===== src/include/sdtx_regs.svh =====
`ifndef SDTX_REGS_SVH
`define SDTX_REGS_SVH

// Register byte offsets
`define SDTX_OFF_CTRL 12'h000
`define SDTX_OFF_STATUS 12'h004
`define SDTX_OFF_COUNT 12'h008

// Control register fields and reset value
`define SDTX_CTRL_SDI_MODE 0
`define SDTX_CTRL_FILTER_N 1
`define SDTX_CTRL_RESET 2'h3

// Status register fields
`define SDTX_STAT_LEVEL_LSB 0
`define SDTX_STAT_LEVEL_MSB 4
`define SDTX_STAT_LINE 8
`define SDTX_STAT_LFSR_LSB 16
`define SDTX_STAT_LFSR_MSB 24

// Reserved timing-reference code ranges
`define SDTX_LOW_CODE_MAX 10'h003
`define SDTX_LOW_CODE 10'h000
`define SDTX_HIGH_CODE_MIN 10'h3FC
`define SDTX_HIGH_CODE 10'h3FF

// Data path sizes
`define SDTX_FIFO_DEPTH 16
`define SDTX_CHAR_BITS 10

`endif


===== src/include/sdtx_pkg.sv =====
package sdtx_pkg;

	// One character as the source presents it
	typedef struct packed {
		logic [9:0] data;
		logic violation_symbol_select;
		logic special_char_select;
		logic load_now_n;
		logic load_next_n;
	} sdtx_char_t;

	// Scrambler and NRZI state plus the coded character
	typedef struct packed {
		logic [8:0] lfsr;
		logic line;
		logic [9:0] q;
	} sdtx_scr_t;

endpackage : sdtx_pkg


===== src/core/sdtx_core.sv =====
// The placing of the registers and the APB slave port were decided locally.
`timescale 1ns/10ps
`include "sdtx_regs.svh"
// Contract
// - With filtering on, characters 000 to 003 become 000 and 3FC to 3FF become 3FF before coding.
// - In SDI mode each filtered 10-bit character is scrambled and NRZI-coded onto the ten outputs with load enable held low.
// - Protocol select low picks the ASI mode, which bypasses both scrambler and NRZI coder.
// - In ASI mode the character passes the FIFO uncoded; load enable goes low when its load_now_n or the previous character's load_next_n is low.
// - In ASI mode the byte sits on output bits 1 to 8, the violation select on bit 9 and the special select on bit 0.
// - The scrambler is self-synchronizing with feedback taps of x^9 + x^4 + 1.
// - The NRZI stage is x + 1: a scrambled one toggles the line level and a zero holds it.
// - Each character is scrambled least significant bit first, in ascending order.
// - With the filter control high every character reaches the scrambler unmodified.
module sdtx_core import sdtx_pkg::*; (
	// Clock and reset
	input wire logic core_clk,
	input wire logic rst,
	// APB slave
	input wire logic psel,
	input wire logic penable,
	input wire logic pwrite,
	input wire logic [11:0] paddr,
	input wire logic [31:0] pwdata,
	output logic [31:0] prdata,
	output logic pready,
	output logic pslverr,
	// Character source
	input wire sdtx_char_t src_char,
	input wire logic src_valid,
	output logic src_ready,
	// Serializer side
	output logic [9:0] enc_q,
	output logic load_enable_out,
	output logic enc_valid,
	input wire logic enc_ready
);
	// Scrambles and NRZI-codes one character, bit 0 first
	function automatic sdtx_scr_t scramble(input logic [9:0] d, input logic [8:0] s, input logic line);
		sdtx_scr_t r;
		logic sc;
		r.lfsr = s;
		r.line = line;
		r.q = '0;
		for (int i = 0; i < `SDTX_CHAR_BITS; i++) begin
			sc = d[i] ^ r.lfsr[8] ^ r.lfsr[3];
			r.lfsr = {r.lfsr[7:0], sc};
			r.line = r.line ^ sc;
			r.q[i] = r.line;
		end
		return r;
	endfunction : scramble

	// Folds the reserved code ranges onto the reference codes
	function automatic logic [9:0] filter_code(input logic [9:0] d, input logic filter_n);
		logic [9:0] r;
		r = d;
		if (!filter_n) begin
			if (d <= `SDTX_LOW_CODE_MAX) begin
				r = `SDTX_LOW_CODE;
			end else if (d >= `SDTX_HIGH_CODE_MIN) begin
				r = `SDTX_HIGH_CODE;
			end
		end
		return r;
	endfunction : filter_code

	// Control state
	logic sdi_mode;
	logic code_filter_n;
	logic [8:0] lfsr;
	logic line;
	logic next_pending;
	logic [15:0] char_count;

	// FIFO drain side
	sdtx_char_t fifo_char;
	logic fifo_valid;
	logic [4:0] fifo_level;

	// A stalled serializer holds the output, which backs up into the FIFO and the source
	wire stage_free = !enc_valid || enc_ready;
	wire take = fifo_valid && stage_free;

	sdtx_fifo #(
		.WIDTH($bits(sdtx_char_t)),
		.DEPTH(`SDTX_FIFO_DEPTH)
	) sdtx_fifo_inst (
		.core_clk(core_clk),
		.rst(rst),
		.in_valid(src_valid),
		.in_ready(src_ready),
		.in_data(src_char),
		.out_valid(fifo_valid),
		.out_ready(stage_free),
		.out_data(fifo_char),
		.level(fifo_level)
	);

	// SDI path
	wire [9:0] filtered = filter_code(fifo_char.data, code_filter_n);
	wire sdtx_scr_t scr = scramble(filtered, lfsr, line);

	// ASI path: byte on 8..1, violation on 9, special on 0
	wire [9:0] asi_q = {fifo_char.violation_symbol_select, fifo_char.data[7:0],
		fifo_char.special_char_select};
	wire asi_load = fifo_char.load_now_n && !next_pending;

	wire [9:0] next_q = sdi_mode ? scr.q : asi_q;
	wire next_load = sdi_mode ? 1'b0 : asi_load;

	// APB decode
	wire apb_wr = psel && penable && pwrite;
	wire hit_ctrl = (paddr == `SDTX_OFF_CTRL);
	wire hit_stat = (paddr == `SDTX_OFF_STATUS);
	wire hit_count = (paddr == `SDTX_OFF_COUNT);
	wire hit_any = hit_ctrl || hit_stat || hit_count;
	wire [31:0] stat_word = {7'h00, lfsr, 7'h00, line, 3'h0, fifo_level};

	assign pready = 1'b1;
	assign pslverr = psel && penable && !hit_any;
	assign prdata = !(psel && !pwrite) ? 32'h0000_0000 :
		hit_ctrl ? {30'h0000_0000, code_filter_n, sdi_mode} :
		hit_stat ? stat_word :
		hit_count ? {16'h0000, char_count} : 32'h0000_0000;

	// Configuration register
	always_ff @(posedge core_clk or posedge rst) begin
		if (rst) begin
			{code_filter_n, sdi_mode} <= `SDTX_CTRL_RESET;
		end else if (apb_wr && hit_ctrl) begin
			sdi_mode <= pwdata[`SDTX_CTRL_SDI_MODE];
			code_filter_n <= pwdata[`SDTX_CTRL_FILTER_N];
		end
	end

	// Output register; one coded character per accepted input
	always_ff @(posedge core_clk or posedge rst) begin
		if (rst) begin
			enc_q <= 10'h000;
			load_enable_out <= 1'b1;
			enc_valid <= 1'b0;
		end else if (take) begin
			enc_q <= next_q;
			load_enable_out <= next_load;
			enc_valid <= 1'b1;
		end else if (enc_ready) begin
			enc_valid <= 1'b0;
		end
	end

	// Coder state advances only on SDI characters so ASI traffic leaves it intact
	always_ff @(posedge core_clk or posedge rst) begin
		if (rst) begin
			lfsr <= 9'h000;
			line <= 1'b0;
		end else if (take && sdi_mode) begin
			lfsr <= scr.lfsr;
			line <= scr.line;
		end
	end

	// Load-next request applies to the following accepted character
	always_ff @(posedge core_clk or posedge rst) begin
		if (rst) begin
			next_pending <= 1'b0;
		end else if (take) begin
			next_pending <= !sdi_mode && !fifo_char.load_next_n;
		end
	end

	// Character counter; a clear in the same cycle as a count event leaves a count of 1
	always_ff @(posedge core_clk or posedge rst) begin
		if (rst) begin
			char_count <= 16'h0000;
		end else if (apb_wr && hit_count) begin
			char_count <= take ? 16'h0001 : 16'h0000;
		end else if (take) begin
			char_count <= char_count + 16'h0001;
		end
	end
endmodule : sdtx_core


===== src/core/sdtx_fifo.sv =====
`timescale 1ns/10ps
module sdtx_fifo #(
	parameter int WIDTH = 14,
	parameter int DEPTH = 16
) (
	// Clock and reset
	input wire logic core_clk,
	input wire logic rst,
	// Fill side
	input wire logic in_valid,
	output logic in_ready,
	input wire logic [WIDTH-1:0] in_data,
	// Drain side
	output logic out_valid,
	input wire logic out_ready,
	output logic [WIDTH-1:0] out_data,
	// Fill level
	output logic [$clog2(DEPTH):0] level
);
	localparam int AW = $clog2(DEPTH);

	logic [WIDTH-1:0] mem [DEPTH];
	logic [AW-1:0] wr_idx;
	logic [AW-1:0] rd_idx;
	logic [AW:0] count;
	wire push = in_valid && in_ready;
	wire pop = out_valid && out_ready;

	assign in_ready = (count != DEPTH[AW:0]);
	assign out_valid = (count != '0);
	assign out_data = mem[rd_idx];
	assign level = count;

	// Storage needs no reset; only the pointers and the count are control state
	always_ff @(posedge core_clk) begin
		if (push) begin
			mem[wr_idx] <= in_data;
		end
	end

	always_ff @(posedge core_clk or posedge rst) begin
		if (rst) begin
			wr_idx <= '0;
			rd_idx <= '0;
			count <= '0;
		end else begin
			if (push) begin
				wr_idx <= (wr_idx == AW'(DEPTH - 1)) ? '0 : wr_idx + 1'b1;
			end
			if (pop) begin
				rd_idx <= (rd_idx == AW'(DEPTH - 1)) ? '0 : rd_idx + 1'b1;
			end
			count <= count + {{AW{1'b0}}, push} - {{AW{1'b0}}, pop};
		end
	end
endmodule : sdtx_fifo


===== config.mk =====
export PLATFORM = sky130hd
export DESIGN_NAME = sdtx_core
export DESIGN_NICKNAME = d
export VERILOG_FILES = /design/src/include/sdtx_pkg.sv /design/src/core/sdtx_core.sv /design/src/core/sdtx_fifo.sv
export VERILOG_INCLUDE_DIRS = /design/src /design/src/include
export SDC_FILE = /design/constraint.sdc
export NUM_CORES = 1
export LEC_CHECK = 0
export BUFFER_PORTS_ARGS = -buffer_cell sky130_fd_sc_hd__buf_2
export CAP_MARGIN = 20
export CORE_MARGIN = 10
export CORE_UTILIZATION = 50
export CTS_CLUSTER_SIZE = 30
export DETAILED_ROUTE_END_ITERATION = 16
export GPL_TIMING_DRIVEN = 0
export PLACE_DENSITY = 0.72
export SLEW_MARGIN = 20
export SYNTH_ARGS = -nofsm -noshare
export SYNTH_HDL_FRONTEND = slang
export SYNTH_SLANG_ARGS = --single-unit

===== constraint.sdc =====
create_clock -name core_clk -period 3.56 [get_ports core_clk]
set_input_delay 0.356 -clock core_clk [delete_from_list [all_inputs] [get_ports core_clk]]
set_output_delay 0.356 -clock core_clk [all_outputs]
set_load 0.01 [all_outputs]

[Word-level counts from Yosys, hierarchy flattened]
Memory sizes are Yosys's and may differ from the RTL's.
Index checks and enable logic that the tools add are counted.
Operators by class
  add/subtract/negate cells: 5
  $lt $le $gt $ge: 2
  equal/unequal tests: 5
  mux-type cells: 18
  bitwise logic cells: 30
  reductions and logical operators: 24
Operator list (number)
  two-way mux 25 bit: 3
  two-way mux 16 bit: 3
  two-way mux 10 bit: 4
  bitwise XOR 1 bit: 30
  adder 16 x 1 -> 16 bit (second input constant): 1
  equality test 12 x 3 -> 1 bit (second input constant): 1
  equality test 12 x 4 -> 1 bit (second input constant): 1
  logical NOT 12 bit: 1
  logical AND 1 bit: 11
  greater-or-equal comparator 10 bit (second input constant): 1
  <= comparator 10 x 2 -> 1 bit (second input constant): 1
  adder 4 x 1 -> 4 bit (second input constant): 2
  equality test 4 bit (second input constant): 2
  two-way mux 4 bit: 2
  logical NOT 1 bit: 6
  two-way mux 1 bit: 6
  adder 5 x 1 -> 5 bit: 1
  != test 5 bit (second input constant): 1
  nonzero test 5 bit: 1
  subtractor 5 x 1 -> 5 bit: 1
  nonzero test 2 bit: 2
  logical OR 1 bit: 3
Storage, ports and cells
  bits in registers: 54
  RAM bits: 224
  bits of input ports: 65
  output and inout bits: 47
  logic and storage cells: 97
  memories: 1
Memories
  sdtx_fifo_inst.mem: depth 16, bits a word 14, rd ports 1, clocked after Yosys merged registers in 0, wr ports 1, line sdtx_fifo.sv:22  | logic [WIDTH-1:0] mem [DEPTH];

[Logic depth before layout (Yosys ltp)]
An unclocked memory read counts as a cell.
  word-level depth: 18
  depth in mapped cells: 16
  mapped depth without buffers: 15

[Cells and area by module]
From an unflattened synthesis, not the netlist that was laid out.
Unflattened totals
  cells, all modules: 787
  area total of the unflattened synthesis: 12161.7 µm²
By module, submodules not included
  sdtx_fifo: times used 1, cells an instance 504, area an instance 9467.8 µm², sequential area each 7051.8 µm²
  sdtx_core: times used 1, cells an instance 283, area an instance 2693.8 µm², sequential area each 1029.7 µm²

[Least setup slack after synthesis]
No wires, ideal clock.
  kind: register to register
  start point: register sdtx_fifo_inst.rd_idx[0]
  end point: register enc_q[5]
  library setup time: 0.131 ns
  arrival time: 3.473 ns
  required time: 3.429 ns
  setup slack: -0.045 ns
  cell stages (with the launch flop): 12
  path buffers: 1
  clock period less this slack: 3.605 ns
  cell sequence: dfrtp_1 buf_6 mux4_1 a22oi_1 nand2_2 or4_4 or3_4 and4_4 o21ba_1 or3_4 and3_1 or3_1
On the way
  longest elaborated chain between the ends: 14
  elaborated cells between the ends (all ways): 25
  those cells by class: 2 x order compare; 4 x mux; 18 x bitwise; 1 x memory
RTL lines
  start: declaration: line sdtx_fifo.sv:24  | logic [AW-1:0] rd_idx;
  start signal: assignment: line sdtx_fifo.sv:51  | rd_idx <= (rd_idx == AW'(DEPTH - 1)) ? '0 : rd_idx + 1'b1;
  memory (16 x 14 bit) *
  greater-or-equal comparator 10 bit (no source line)
  two-way mux 10 bit: line sdtx_core.sv:60  | end else if (d >= `SDTX_HIGH_CODE_MIN) begin
  two-way mux 10 bit: line sdtx_core.sv:58  | if (d <= `SDTX_LOW_CODE_MAX) begin
  two-way mux 10 bit: line sdtx_core.sv:57  | if (!filter_n) begin
  bitwise XOR 1 bit (2 in series): line sdtx_core.sv:45  | sc = d[i] ^ r.lfsr[8] ^ r.lfsr[3];
  bitwise XOR 1 bit (6 in series): line sdtx_core.sv:47  | r.line = r.line ^ sc;
  two-way mux 10 bit *: line sdtx_core.sv:108  | wire [9:0] next_q = sdi_mode ? scr.q : asi_q;
  end signal: assignment: line sdtx_core.sv:143  | enc_q <= next_q;
  end: declaration: line sdtx_core.sv:32  | output logic [9:0] enc_q,
Mark *: on every way between the ends. The rest lies on a longest branch, timed or not.
A chain may end at the register's enable or synchronous reset.

[Final worst setup path]
Same ends and word-level chain as after synthesis.

==> key figures <==
Setup path
  • Critical Path Most Common Cell: or3_4
  • Worst-path cell chain: buf_12 -> mux4_2 -> a22oi_2 -> nand2_2 -> or4_4 -> or3_4 -> and4_4 -> o21ba_4 -> or3_4 -> and3_1 -> or3_1
  • Slowest-stage cell, CP: or4_4
  • Worst endpoint required time: 3.98 ns
  • R2R setup slack: -0.28 ns
  • Slowest stage delay, CP: 0.58 ns
  • CP Capture Type: flip-flop
  • Critical path data arrival time: 4.26 ns
  • Setup crit start kind: flip-flop
  • Crit Path Max Fanout: 5
  • CP Class: flip-flop to flip-flop

Timing
  • Final period demand of the worst path: 3.837 ns
  • Max Clock Skew: 0.01403 ns
  • Fin. Hold Viols: 0
  • Setup ws final: -0.2771 ns
  • Setup TNS: -1.094 ns
  • Tcrit/Tclk final: 107.8%
  • RSZ-0062 raised after global routing: true
  • Final Setup Violations: 7
  • Worst Max-Slew Pin Slew: 1.158 ns
  • Worst hold slack: 0.04333 ns
  • Slew Limit Fails: 0
  • F_max: 260.6 MHz
  • Relative max-transition margin: 22.83%

Synthesis
  • Mapped cell area: 12340 µm²
  • Area share of the largest cell type after synthesis: 54.49%
  • Leading area contributor after synthesis: edfxtp_1
  • Count of different cell masters after synthesis: 68
  • Synthesized flop and latch total: 278
  • Seq/Total Area, Yosys: 65.47%
  • Synth Flop Type: edfxtp_1
  • Post-synth EDFFs: 224
  • Post-Synthesis Cells: 803
  • Ys Warns: 0
  • FFs w/ async S/R, synth: 19.42%
  • Largest cells by area after synthesis: edfxtp_1, dfrtp_1, mux4_2
  • Avg Cell Area, Syn: 15.37 µm²

Detailed routing
  • Vias: 7616
  • Final wirelength: 29680 µm
  • Routed WL per cell: 23.02 µm
  • Drt first pass iters: 5
  • 1st-iter DRT viols: 811
  • DRC errors left: 0
  • Routed vias/inst: 5.908
  • Detail Route Antenna Nets: 0

Layout
  • Filler Cell Count: 1822
  • Layout cells sized above 1: 28.91%
  • Final Cell Area: 14650 µm²
  • Area grow syn2layout: 18.65%
  • Ant diodes: 0
  • Post-layout nets: 1023

Place
  • IO buf count: 73
  • Global placement routability congestion: 0.8375
  • HPWL Detailed: 18810 µm
  • Placed Instance Area: 13210 µm²

Global routing
  • Largest net degree at the start of global routing: 55
  • Global-route wire length before repair: 44440 µm
  • GRT Util Overall: 18.32%
  • Initial antenna violation count: 1
  • Vias in the first global route: 7416
  • Grt total ovfl: 0

Clock network
  • CTS root buf: clkbuf_16
  • CTS sink cnt: 278
  • Total CTS buffers: 27
  • H-tree levels: 1
  • Max Buffers Root-to-Sink: 3
  • Reg clk slew, reported paths: 0.06 ns
  • Clk Latency, worst-skew pair: 0.55 ns
  • CTS tree: done

Die
  • Core Area: 24320 µm²
  • Die X-Extent: 177.1 µm
  • I/O pin count: 112
  • Starting Density: 50.76%
  • Die area: 31370 µm²
  • Rows: 57
  • Die Y-Extent: 177.1 µm

Outcome
  • Failing checks: setup timing
  • Status: complete, but fails checks

Power and ir drop
  • Leakage: 0.005472 µW
  • PwrDens: 925.2 nW/µm²
  • Worst vdd ir: 0.0008045 V
  • Total power: 13550 µW

Job
  • Maxcap violations: 0

Hold path
  • Min-delay worst type: primary input to flip-flop
-- registers in the layout, indices dropped and copies added, names as in the netlist --
name / cells
code_filter_n: 1
load_enable_out: 1
sdtx_fifo_inst.wr_idx: 4
lfsr: 9
enc_q: 10
enc_valid: 1
sdtx_fifo_inst.level: 5
line: 1
sdtx_fifo_inst.mem: 224
char_count: 16
sdi_mode: 1
next_pending: 1
sdtx_fifo_inst.rd_idx: 4
-- cell families after synthesis --
logic type	after synthesis	synth area share, %
other	2	0.06084
buffers and inverters	61	2.686
flip-flops	278	65.47
adder cells (fa/ha/maj)	13	1.378
AO/OA/AOI/OAI	114	6.487
multiplexers	77	11.06
AND/OR/NAND/NOR	207	8.899
XOR/XNOR	51	3.963
-- worst paths after layout --
check	startpoint	end	cells after the start
max in group asynchronous	rst	sdtx_fifo_inst.rd_idx[0]	3
worst min-delay path	pwdata[0]	sdi_mode	2
worst min register to register	next_pending	load_enable_out	1
worst max-delay path	sdtx_fifo_inst.rd_idx[0]	enc_q[5]	11
worst max register to register	sdtx_fifo_inst.rd_idx[0]	enc_q[5]	11
min in group asynchronous	rst	enc_q[5]	3
-- per-layer routing --
| metal | wire length [µm] | vias up | global-route usage [%] |
|---|---|---|---|
| li1 | - | 3382 | - |
| met2 | 14190 | 344 | 29.62 |
| met4 | 658 | 2 | 5.114 |
| met3 | 2542 | 53 | 3.990 |
| met1 | 12280 | 3835 | 24.53 |
| met5 | 13 | - | 0 |
-- critical path, delay by kind of cell (launching register included) --
kind | cells | cell delay (ns)
AND/OR/NAND/NOR | 7 | 2.11
flip-flops | 1 | 0.48
AO/OA/AOI/OAI | 2 | 0.41
multiplexers | 1 | 0.53
buffers and inverters | 1 | 0.17
-- Yosys cell counts (3+ instances only) --
library cell / count
a21o_1: 4
a21oi_1: 17
nor4_1: 5
xor2_1: 21
and4_1: 6
edfxtp_1: 224
dfrtp_1: 51
buf_4: 8
a211oi_1: 4
and2_1: 18
a221oi_2: 3
nor3b_1: 3
nand4_1: 9
a221oi_1: 14
nand2_1: 52
and3_1: 29
a22oi_1: 13
mux4_1: 7
a22o_1: 3
o21ai_0: 28
o21a_1: 4
o31ai_1: 6
nand3_1: 10
inv_1: 17
nor2_1: 39
dfstp_2: 3
buf_6: 4
nor2b_1: 6
nand2b_1: 4
mux2i_1: 28
mux4_2: 38
buf_2: 8
clkbuf_1: 20
or3_1: 6
xnor2_1: 27
ha_1: 12
nor3_1: 7
mux2_2: 4
-- repair_timing --
action	CTS	global route
gates resized for setup	53	37
hold buffers	1	0
endpoints found under the hold margin	51	0
gates cloned	1	1
setup buffers	15	13
endpoints found under the setup margin	14	13
pin swaps	7	20
-- cells in the final DEF, fill, tap and decap left out, types with 7 or more instances in the layout --
cell and instances:
edfxtp_1 224, buf_2 77, nand2_1 51, dfrtp_1 50, mux4_2 44, nor2_1 37, buf_4 32, mux2i_1 28
clkbuf_16 28, and3_1 26, clkbuf_1 24, xnor2_1 23, o21ai_0 20, xor2_1 19, inv_1 15, and2_1 15
a21oi_1 13, ha_1 12, buf_6 11, nand3_1 10, nand4_1 9, clkinv_1 9, a221oi_1 8, conb_1 8
a22oi_1 7
-- report_power, final --
part / internal, µW / switching [µW] / total (µW)
Sequential: 3950 / 222 / 4170
Clock: 1540 / 1190 / 2740
Combinational: 3180 / 3460 / 6640
Total: 8680 / 4880 / 13600
-- through the flow --
stage / setup slack [ns] / cells / util (%)
floorplan: 0.01969 / 809 / -
global placement: -0.6553 / 1206 / 54.03
detailed placement: -0.6474 / 1211 / 54.32
CTS: -0.2733 / 1276 / 59.20
global route: -0.3486 / 1289 / 60.23
finish: -0.2771 / 1289 / 60.23
-- final cells by class --
type                            instances  area, µm²  area share, %
Sequential cell                       278       8083          55.19
Multi-Input combinational cell        470       4242          28.96
Clock buffer                           33      698.2          4.767
Timing Repair Buffer                  108      694.4          4.741
Tap cell                              324      405.4          2.768
Buffer                                 42      316.6          2.161
Clock inverter                         16      137.6         0.9397
Inverter                               18      70.07         0.4784
No activity file was read; power rests on OpenSTA's default activity.
